<file path="src/irq_route_consts.svh">
// Constants for the interrupt routing and non-maskable interrupt merge block.
`ifndef IRQ_ROUTE_CONSTS_SVH
`define IRQ_ROUTE_CONSTS_SVH

// ----------------------------------------
// I/O port addresses
// ----------------------------------------
`define IO_INDEX_PORT 10'h026
`define IO_DATA_PORT 10'h027
`define IO_PIC_PRI_LO 10'h020
`define IO_PIC_PRI_HI 10'h021
`define IO_PIC_SEC_LO 10'h0a0
`define IO_PIC_SEC_HI 10'h0a1

// ----------------------------------------
// Indexed register offsets
// ----------------------------------------
`define IDX_PIN_ROUTING 8'h0d
`define IDX_NMI_STATUS 8'h19
`define IDX_CS0_MODE 8'h20
`define IDX_CS1_MODE 8'h24
`define IDX_CS2_MODE 8'h28
`define IDX_PRI_SHADOW 8'h40
`define IDX_SEC_SHADOW 8'h41

// ----------------------------------------
// Field positions and reset values
// ----------------------------------------
`define ROUTE_A_LSB 0
`define ROUTE_B_LSB 4
`define CS_NMI_EN_BIT 7
`define NMI_BIT_PMU 0
`define NMI_BIT_KBD 1
`define NMI_BIT_CS0 2
`define NMI_BIT_CS1 3
`define NMI_BIT_CS2 4
`define RESET_BYTE 8'h00
`define IRQ_TIMER0 0
`define IRQ_CASCADE 2
`define IRQ_RESERVED 8
`define IRQ_RTC 9
`define GPIO_SEL_W 4

`endif

</file>
<file path="src/irq_route_pkg.sv">
// Types shared by the interrupt routing block.
package irq_route_pkg;

    typedef logic [15:0] irq_vec_t;
    typedef logic [7:0] byte_t;

    typedef enum logic [1:0] {
        ACC_IDLE,
        ACC_WRITE,
        ACC_READ
    } io_access_e;

endpackage

</file>
<file path="src/irq_source_map.sv">
// Maps one routed source onto a one-hot set of permitted IRQ lines.
`timescale 1ns/1ps
`include "irq_route_consts.svh"

module irq_source_map
    import irq_route_pkg::*;
#(
    parameter logic [15:0] ALLOWED = 16'h0000
) (
    input wire logic [3:0] sel,
    input wire logic req,
    output irq_vec_t lines
);

    // ----------------------------------------
    // Decode
    // ----------------------------------------
    // A select that names a line the source may not reach drives nothing.
    wire irq_vec_t oneHot = irq_vec_t'(16'h0001 << sel);
    wire irq_vec_t permitted = oneHot & ALLOWED;

    assign lines = req ? permitted : 16'h0000;

endmodule

</file>
<file path="src/irq_routing_and_nmi_merge.sv">
// Interrupt routing, OR gating and NMI merge with the indexed register port.
//
// Summary of operation
// - Each external pin is steered by the routing mode register to IRQ1..IRQ7.
// - External pin routing can never select IRQ2.
// - Up to seven general-purpose I/O interrupt inputs are mapped onto IRQ lines.
// - Sources sharing a line are combined with a logical OR.
// - IRQ0 is driven only by timer channel 0.
// - IRQ2 is the controller cascade and carries no routed source.
// - IRQ1 accepts either pin, the keyboard unit or a GPIO interrupt.
// - IRQ3 and IRQ4 accept either pin, serial port, GPIO or PC Card.
// - IRQ5 accepts pins, GPIO, PC Card; IRQ6 only pins or GPIO.
// - IRQ7 accepts either pin, serial port, GPIO or PC Card.
// - IRQ9 is the RTC alarm, optionally ORed with a GPIO interrupt.
// - IRQ10-12,14,15 accept GPIO or PC Card; IRQ13 only GPIO.
// - All subsystem NMI requests are ORed onto the CPU NMI input.
// - Each NMI source is maskable within its own unit.
// - NMI sources are power management, keyboard unit and chip selects.
// - NMI source status is readable at index 19h.
// - Each NMI is cleared by its originating unit's own method.
// - Timer channel 2 drives the speaker; channel 1 is unused.
// - Index port 026h selects a register, data port 027h accesses it.
// - Primary controller decodes 020h-021h, secondary 0a0h-0a1h.
`timescale 1ns/1ps
`include "irq_route_consts.svh"

module irq_routing_and_nmi_merge
    import irq_route_pkg::*;
#(
    parameter int GPIO_IRQS = 7
) (
    input wire logic mclk,
    input wire logic rst_n,
    input wire logic [9:0] ioAddr,
    input wire logic ioWrStb,
    input wire logic ioRdStb,
    input wire logic [7:0] ioWrData,
    output logic [7:0] ioRdData,
    output logic priPicSel,
    output logic secPicSel,
    input wire logic extIrqPinA,
    input wire logic extIrqPinB,
    input wire logic [GPIO_IRQS-1:0] gpioIrq,
    input wire logic [GPIO_IRQS*4-1:0] gpioIrqSel,
    input wire logic timer0Out,
    input wire logic timer2Out,
    input wire logic kbdIrq,
    input wire logic serialIrq,
    input wire logic [3:0] serialIrqSel,
    input wire logic pcCardIrq,
    input wire logic [3:0] pcCardIrqSel,
    input wire logic rtcAlarmIrq,
    input wire logic pmuNmiReq,
    input wire logic kbdNmiReq,
    input wire logic [2:0] csNmiReq,
    input wire logic [7:0] priPicMask,
    input wire logic [7:0] secPicMask,
    output logic [15:0] irqLines,
    output logic cpuNmi,
    output logic speakerDrive,
    output logic [7:0] csMode0,
    output logic [7:0] csMode1,
    output logic [7:0] csMode2
);

    // ----------------------------------------
    // Pin input synchronisers
    // ----------------------------------------
    // Only the two external pins come from outside the clock domain.
    // GPIO, timer and unit requests are produced on this clock and are used directly.
    logic [1:0] pinMeta_ff;
    logic [1:0] pinSync_ff;

    always_ff @(posedge mclk or negedge rst_n) begin
        if (!rst_n) begin
            pinMeta_ff <= 2'h0;
            pinSync_ff <= 2'h0;
        end else begin
            pinMeta_ff <= {extIrqPinB, extIrqPinA};
            pinSync_ff <= pinMeta_ff;
        end
    end

    // ----------------------------------------
    // Indexed register port
    // ----------------------------------------
    logic [7:0] index_ff;
    logic [7:0] pinRouting_ff;
    logic [7:0] cs0_ff;
    logic [7:0] cs1_ff;
    logic [7:0] cs2_ff;

    wire hitIndex = (ioAddr == `IO_INDEX_PORT);
    wire hitData = (ioAddr == `IO_DATA_PORT);
    // The index persists, so several data accesses may follow one index write.
    wire wrIndex = ioWrStb && hitIndex;
    wire wrData = ioWrStb && hitData;
    wire wrRouting = wrData && (index_ff == `IDX_PIN_ROUTING);
    wire wrCs0 = wrData && (index_ff == `IDX_CS0_MODE);
    wire wrCs1 = wrData && (index_ff == `IDX_CS1_MODE);
    wire wrCs2 = wrData && (index_ff == `IDX_CS2_MODE);

    always_ff @(posedge mclk or negedge rst_n) begin
        if (!rst_n) begin
            index_ff <= `RESET_BYTE;
            pinRouting_ff <= `RESET_BYTE;
            cs0_ff <= `RESET_BYTE;
            cs1_ff <= `RESET_BYTE;
            cs2_ff <= `RESET_BYTE;
        end else begin
            if (wrIndex) begin
                index_ff <= ioWrData;
            end
            if (wrRouting) begin
                pinRouting_ff <= ioWrData;
            end
            if (wrCs0) begin
                cs0_ff <= ioWrData;
            end
            if (wrCs1) begin
                cs1_ff <= ioWrData;
            end
            if (wrCs2) begin
                cs2_ff <= ioWrData;
            end
        end
    end

    // ----------------------------------------
    // Source routing
    // ----------------------------------------
    // Permitted destination lines for each assignable source.
    // A select outside a source's set is dropped rather than sent elsewhere.
    localparam logic [15:0] PIN_OK = 16'h00fa;
    localparam logic [15:0] SERIAL_OK = 16'h0098;
    localparam logic [15:0] CARD_OK = 16'hdcb8;
    localparam logic [15:0] GPIO_OK = 16'hfefa;

    irq_vec_t pinALines;
    irq_vec_t pinBLines;
    irq_vec_t serialLines;
    irq_vec_t cardLines;
    irq_vec_t [GPIO_IRQS-1:0] gpioLines;

    irq_source_map #(.ALLOWED(PIN_OK)) u_mapPinA (
        .sel(pinRouting_ff[`ROUTE_A_LSB +: 4]),
        .req(pinSync_ff[0]),
        .lines(pinALines)
    );

    irq_source_map #(.ALLOWED(PIN_OK)) u_mapPinB (
        .sel(pinRouting_ff[`ROUTE_B_LSB +: 4]),
        .req(pinSync_ff[1]),
        .lines(pinBLines)
    );

    irq_source_map #(.ALLOWED(SERIAL_OK)) u_mapSerial (
        .sel(serialIrqSel),
        .req(serialIrq),
        .lines(serialLines)
    );

    irq_source_map #(.ALLOWED(CARD_OK)) u_mapCard (
        .sel(pcCardIrqSel),
        .req(pcCardIrq),
        .lines(cardLines)
    );

    genvar g;
    generate
        for (g = 0; g < GPIO_IRQS; g++) begin : gen_gpio
            irq_source_map #(.ALLOWED(GPIO_OK)) u_mapGpio (
                .sel(gpioIrqSel[g*`GPIO_SEL_W +: `GPIO_SEL_W]),
                .req(gpioIrq[g]),
                .lines(gpioLines[g])
            );
        end
    endgenerate

    // OR of every GPIO contribution, built as a chain of partial sums.
    irq_vec_t [GPIO_IRQS:0] gpioAcc;
    assign gpioAcc[0] = 16'h0000;
    generate
        for (g = 0; g < GPIO_IRQS; g++) begin : gen_gpio_or
            assign gpioAcc[g+1] = gpioAcc[g] | gpioLines[g];
        end
    endgenerate

    // Fixed sources: keyboard unit on IRQ1, RTC alarm on IRQ9.
    wire irq_vec_t fixedLines = {6'h00, rtcAlarmIrq, 7'h00, kbdIrq, 1'b0};

    // Sharing sources are ORed; no conflict check is made between them.
    wire irq_vec_t routedOr = pinALines | pinBLines | serialLines | cardLines
        | gpioAcc[GPIO_IRQS] | fixedLines;

    // The lines are registered below so that every output comes from a flip-flop.
    // Timer 0 owns IRQ0; cascade IRQ2 and reserved IRQ8 are forced low.
    logic [15:0] nxt_irqLines;
    always_comb begin
        nxt_irqLines = routedOr;
        nxt_irqLines[`IRQ_TIMER0] = timer0Out;
        nxt_irqLines[`IRQ_CASCADE] = 1'b0;
        nxt_irqLines[`IRQ_RESERVED] = 1'b0;
    end

    // ----------------------------------------
    // NMI merge
    // ----------------------------------------
    // Power and keyboard requests arrive already masked by their own units;
    // chip select requests are masked here by each chip select mode register.
    wire [2:0] csEnable = {cs2_ff[`CS_NMI_EN_BIT], cs1_ff[`CS_NMI_EN_BIT],
        cs0_ff[`CS_NMI_EN_BIT]};
    wire [2:0] csNmiLive = csNmiReq & csEnable;

    logic [7:0] nxt_nmiStatus;
    always_comb begin
        nxt_nmiStatus = `RESET_BYTE;
        nxt_nmiStatus[`NMI_BIT_PMU] = pmuNmiReq;
        nxt_nmiStatus[`NMI_BIT_KBD] = kbdNmiReq;
        nxt_nmiStatus[`NMI_BIT_CS0] = csNmiLive[0];
        nxt_nmiStatus[`NMI_BIT_CS1] = csNmiLive[1];
        nxt_nmiStatus[`NMI_BIT_CS2] = csNmiLive[2];
    end

    // Status follows the request levels, so a source clears it by its own
    // method simply by dropping its request.
    // A sticky status would keep reporting a request that its source has withdrawn.
    logic [7:0] nmiStatus_ff;
    logic cpuNmi_ff;

    always_ff @(posedge mclk or negedge rst_n) begin
        if (!rst_n) begin
            nmiStatus_ff <= `RESET_BYTE;
            cpuNmi_ff <= 1'b0;
        end else begin
            nmiStatus_ff <= nxt_nmiStatus;
            cpuNmi_ff <= |nxt_nmiStatus;
        end
    end

    // ----------------------------------------
    // Read data and output registers
    // ----------------------------------------
    logic [7:0] nxt_dataRead;
    always_comb begin
        case (index_ff)
            `IDX_PIN_ROUTING: nxt_dataRead = pinRouting_ff;
            `IDX_NMI_STATUS: nxt_dataRead = nmiStatus_ff;
            `IDX_CS0_MODE: nxt_dataRead = cs0_ff;
            `IDX_CS1_MODE: nxt_dataRead = cs1_ff;
            `IDX_CS2_MODE: nxt_dataRead = cs2_ff;
            `IDX_PRI_SHADOW: nxt_dataRead = priPicMask;
            `IDX_SEC_SHADOW: nxt_dataRead = secPicMask;
            default: nxt_dataRead = `RESET_BYTE;
        endcase
    end

    // Read data stands for the one cycle after the strobe and is zero otherwise.
    wire [7:0] nxt_ioRdData = (ioRdStb && hitIndex) ? index_ff
        : (ioRdStb && hitData) ? nxt_dataRead : `RESET_BYTE;

    // The controller selects follow the address alone; the strobes qualify them outside.
    wire nxt_priSel = (ioAddr == `IO_PIC_PRI_LO) || (ioAddr == `IO_PIC_PRI_HI);
    wire nxt_secSel = (ioAddr == `IO_PIC_SEC_LO) || (ioAddr == `IO_PIC_SEC_HI);

    logic [7:0] ioRdData_ff;
    logic priSel_ff;
    logic secSel_ff;
    logic [15:0] irqLines_ff;
    logic speaker_ff;

    always_ff @(posedge mclk or negedge rst_n) begin
        if (!rst_n) begin
            ioRdData_ff <= `RESET_BYTE;
            priSel_ff <= 1'b0;
            secSel_ff <= 1'b0;
            irqLines_ff <= 16'h0000;
            speaker_ff <= 1'b0;
        end else begin
            ioRdData_ff <= nxt_ioRdData;
            priSel_ff <= nxt_priSel;
            secSel_ff <= nxt_secSel;
            irqLines_ff <= nxt_irqLines;
            speaker_ff <= timer2Out;
        end
    end

    assign ioRdData = ioRdData_ff;
    assign priPicSel = priSel_ff;
    assign secPicSel = secSel_ff;
    assign irqLines = irqLines_ff;
    assign cpuNmi = cpuNmi_ff;
    assign speakerDrive = speaker_ff;
    assign csMode0 = cs0_ff;
    assign csMode1 = cs1_ff;
    assign csMode2 = cs2_ff;

endmodule

</file>
<file path="config.mk">
export PLATFORM = sky130hd
export DESIGN_NAME = irq_routing_and_nmi_merge
export DESIGN_NICKNAME = d
export VERILOG_FILES = /design/src/irq_route_pkg.sv /design/src/irq_source_map.sv /design/src/irq_routing_and_nmi_merge.sv
export VERILOG_INCLUDE_DIRS = /design/src
export SDC_FILE = /design/constraint.sdc
export NUM_CORES = 1
export LEC_CHECK = 0
export ABC_AREA = 1
export BUFFER_PORTS_ARGS = -buffer_cell sky130_fd_sc_hd__buf_4
export CAP_MARGIN = 20
export CORE_MARGIN = 2
export CORE_UTILIZATION = 52
export CTS_CLUSTER_DIAMETER = 40
export DETAILED_ROUTE_END_ITERATION = 10
export PLACE_DENSITY_LB_ADDON = 0.25
export SLEW_MARGIN = 20
export SYNTH_ARGS = -nofsm -noshare
export SYNTH_HDL_FRONTEND = slang
export SYNTH_SLANG_ARGS = --single-unit
</file>
<file path="constraint.sdc">
create_clock -name mclk -period 1.7 [get_ports mclk]
set_input_delay 0.17 -clock mclk [delete_from_list [all_inputs] [get_ports mclk]]
set_output_delay 0.17 -clock mclk [all_outputs]
set_load 0.01 [all_outputs]
</file>
==> key figures <==
Outcome
  • Status: finished, final reports clean

Route
  • WL/cell: 17.4 µm
  • Antenna Violating Nets Remaining: 0
  • Vias: roughly 5,500
  • Post-Route WL: between 15,000 and 20,000 µm
  • Final routed DRC violation total: 0
  • DR iter-0 viols: between 500 and 600
  • Number of vias per cell: 5.79
  • TritonRoute pass-1 iters: 9

Clock tree
  • CTS max path bufs: 2
  • CTS clock-pin slew for the worst setup and hold paths: around 0.080 ns
  • CTS sink count: 75
  • H-tree Lvls: 3
  • TritonCTS clock tree: yes
  • Clk_lat worst skew: 0.35 ns
  • CTS buffer count: 9
  • Clock root cell: clkbuf_8

Hold path
  • Hold WC Path Type: input pin to register
  • Hold Path Cell Cnt: 3
  • Hold path endpoint: nmiStatus_ff[4]
  • Worst hold start: csNmiReq[2]

Synthesis
  • Post-synth cell types: 32
  • Post-Syn Instances: between 600 and 700
  • Leading area contributor after synthesis: dfrtp_1
  • Post-synth top flop: dfrtp_1
  • Synth area leaders: dfrtp_1 (40%), nand2_1 (16%), nand3_1 (9.6%), inv_1 (5.9%), nor2_1 (5.5%)
  • Area share of the largest cell type after synthesis: 0.402
  • Synthesized flop and latch total: 75
  • Syn Std Cell Area: 4670 µm²
  • Synth async-reset ratio: 1.00
  • Synth Warn #: 0
  • Seq/Total Area, Yosys: 0.402
  • Number of flops mapped to enable cells by yosys: 0
  • Syn_area_per_cell: about 6.9 µm²

Critical path
  • CP required: slightly below 2 ns
  • Setup Crit Path Kind: register to register
  • Origin of the critical flop-to-flop path: index_ff[7]
  • Critical Path End Type: register
  • FF-to-FF End: csMode2[2]
  • Worst setup SP type: register
  • Critical path peak fanout: 9
  • Worst-case reg-to-reg path depth: 8
  • Register-to-register setup slack: between 0.06 and 0.07 ns
  • CP startpoint: index_ff[7]
  • Worst Path Arrival: ~1.9 ns

Timing
  • Final setup viols: 0
  • Final Skew: 0.00722 ns
  • Setup TNS: 0 ns
  • Final Cycle Share: 0.962
  • Fmax: about 0.61 GHz
  • Final min period: roughly 1.6 ns
  • Final Max Tran Viols: 0
  • RSZ-0062 raised after global routing: no
  • Final-report hold violation count: 0

Global routing
  • Pin count of the biggest net entering global routing: 29
  • Initial antenna violation count: 0
  • Number of global-route vias before repair: about 5,200
  • First-pass GRT wire length: roughly 26,000 µm
  • All-Layer GR Usage: 0.344
  • Congestion Overflow GR: 0

Layout
  • Fillers: roughly 700
  • N_diodes: 0
  • Layout cells sized above 1: 0.241
  • Most common cell after layout, fill and taps aside: nand2_1
  • Nets: roughly 940
  • Most frequent cells in the layout: nand2_1 (205), buf_4 (157), nand3_1 (90)
  • Final core utilization: 0.719
  • Area growth syn-to-layout: 34.3%

Floorplanning
  • Die height: about 99 µm
  • Core area: just under 9000 µm²
  • Initial Util: 0.536
  • Rows: 34
  • Die area: a little under 10,000 µm²
  • Die Wd: 98.8 µm
  • Ports: about 150

Placement
  • Routability-driven placement congestion ratio: between 0.9 and 1
  • DP HPWL: between 10,000 and 15,000 µm
  • IO Port Bufs: ~140

Pwr
  • VDD IR max: between 0.7 and 0.8 mV
  • Leak: approximately 3.4 nW
  • Power density cells: 689 nW/µm²
  • Tot Pwr: approximately 4.3 mW

Job
  • Max cap viols: 0
-- logic make-up after synthesis --
| family | Yosys count | synth area share |
|---|---|---|
| DFF | 75 | 0.402 |
| buffers and inverters | 90 | 0.0798 |
| other | 1 | 0.000803 |
| and+or+nand+nor | 444 | 0.437 |
| AOI/OAI and AO/OA | 68 | 0.0801 |
-- sequential cells by signal (all words and copies together), names as in the netlist --
signal	cells
pinRouting_ff	8
irqLines	14
cpuNmi	1
secPicSel	1
csMode2	8
csMode0	8
csMode1	8
ioRdData	8
priPicSel	1
speakerDrive	1
pinMeta_ff	2
nmiStatus_ff	5
index_ff	8
pinSync_ff	2
-- cell usage after synthesis, types with 4 or more instances --
cell and number:
o22ai_1 14, nand4_1 20, nand3_1 90, nor2_1 68, inv_2 5, dfrtp_1 75, o21ai_0 39, a21oi_1 4
inv_1 73, nor2_4 13, o21ai_1 4, nand2_1 205, buf_2 4, nand2_2 6, nor3_1 30, buf_4 4
-- timing repair --
item | in CTS | in global routing
buffers inserted | 0 | 7
gates resized for setup | 0 | 1
endpoints found under the hold margin | 26 | 0
hold buffers | 7 | 0
setup endpoints to repair | 0 | 14
-- worst max-delay path, cell delays in order (launching register included) --
cell     delay [ns]
dfrtp_1        0.42
inv_1          0.10
nand2_2        0.10
nor2_4         0.24
buf_6          0.17
nand2_2        0.14
nor2_4         0.23
nand2_1        0.10
nand2_1        0.08
-- metrics by stage --
stage / hold WS [ns] / instances / setup slack [ns] / instance area [µm²]
floorplan: -0.126 / 679 / 0.387 / 4670
finish: 0.0267 / 956 / 0.0644 / 6270
global placement: 0.0810 / 927 / 0.159 / 5880
CTS: 0.0200 / 949 / 0.0754 / 6210
detailed placement: 0.0880 / 927 / 0.0979 / 5880
global route: 0.0374 / 956 / 0.0192 / 6270
-- final cells by class --
class / count / area (µm²) / area share
clock buffers: 9 / 124 / 0.0198
clock inverters: 6 / 138 / 0.0219
inverters: 78 / 293 / 0.0467
multi-input cells: 514 / 2420 / 0.387
flip-flops and latches: 75 / 1880 / 0.299
well taps: 108 / 135 / 0.0215
repair buffers: 166 / 1280 / 0.204
-- power by group --
group	internal [mW]	switching [mW]	total, mW	leakage (nW)
logic	0.280	0.367	0.647	2.32
clock network	1.12	0.704	1.83	0.130
registers	1.83	0.0184	1.85	0.959
-- worst max-delay path by stage --
stage / depth (start not counted) / to / slack (ns)
after floorplan: 10 / ioRdData[5] / 0.39
after global placement: 8 / csMode2[7] / 0.16
after detailed placement: 8 / csMode2[2] / 0.1
after CTS: 8 / csMode2[2] / 0.08
after global routing: 8 / csMode2[0] / 0.02
final: 8 / csMode2[2] / 0.06
-- per-layer routing --
metal	wire length, µm	GRT usage
met1	6800	0.497
met2	7640	0.532
met3	1870	0.0766
met4	335	0.0811
met5	0	0
Note: power is estimated with default switching activity, not from simulation.
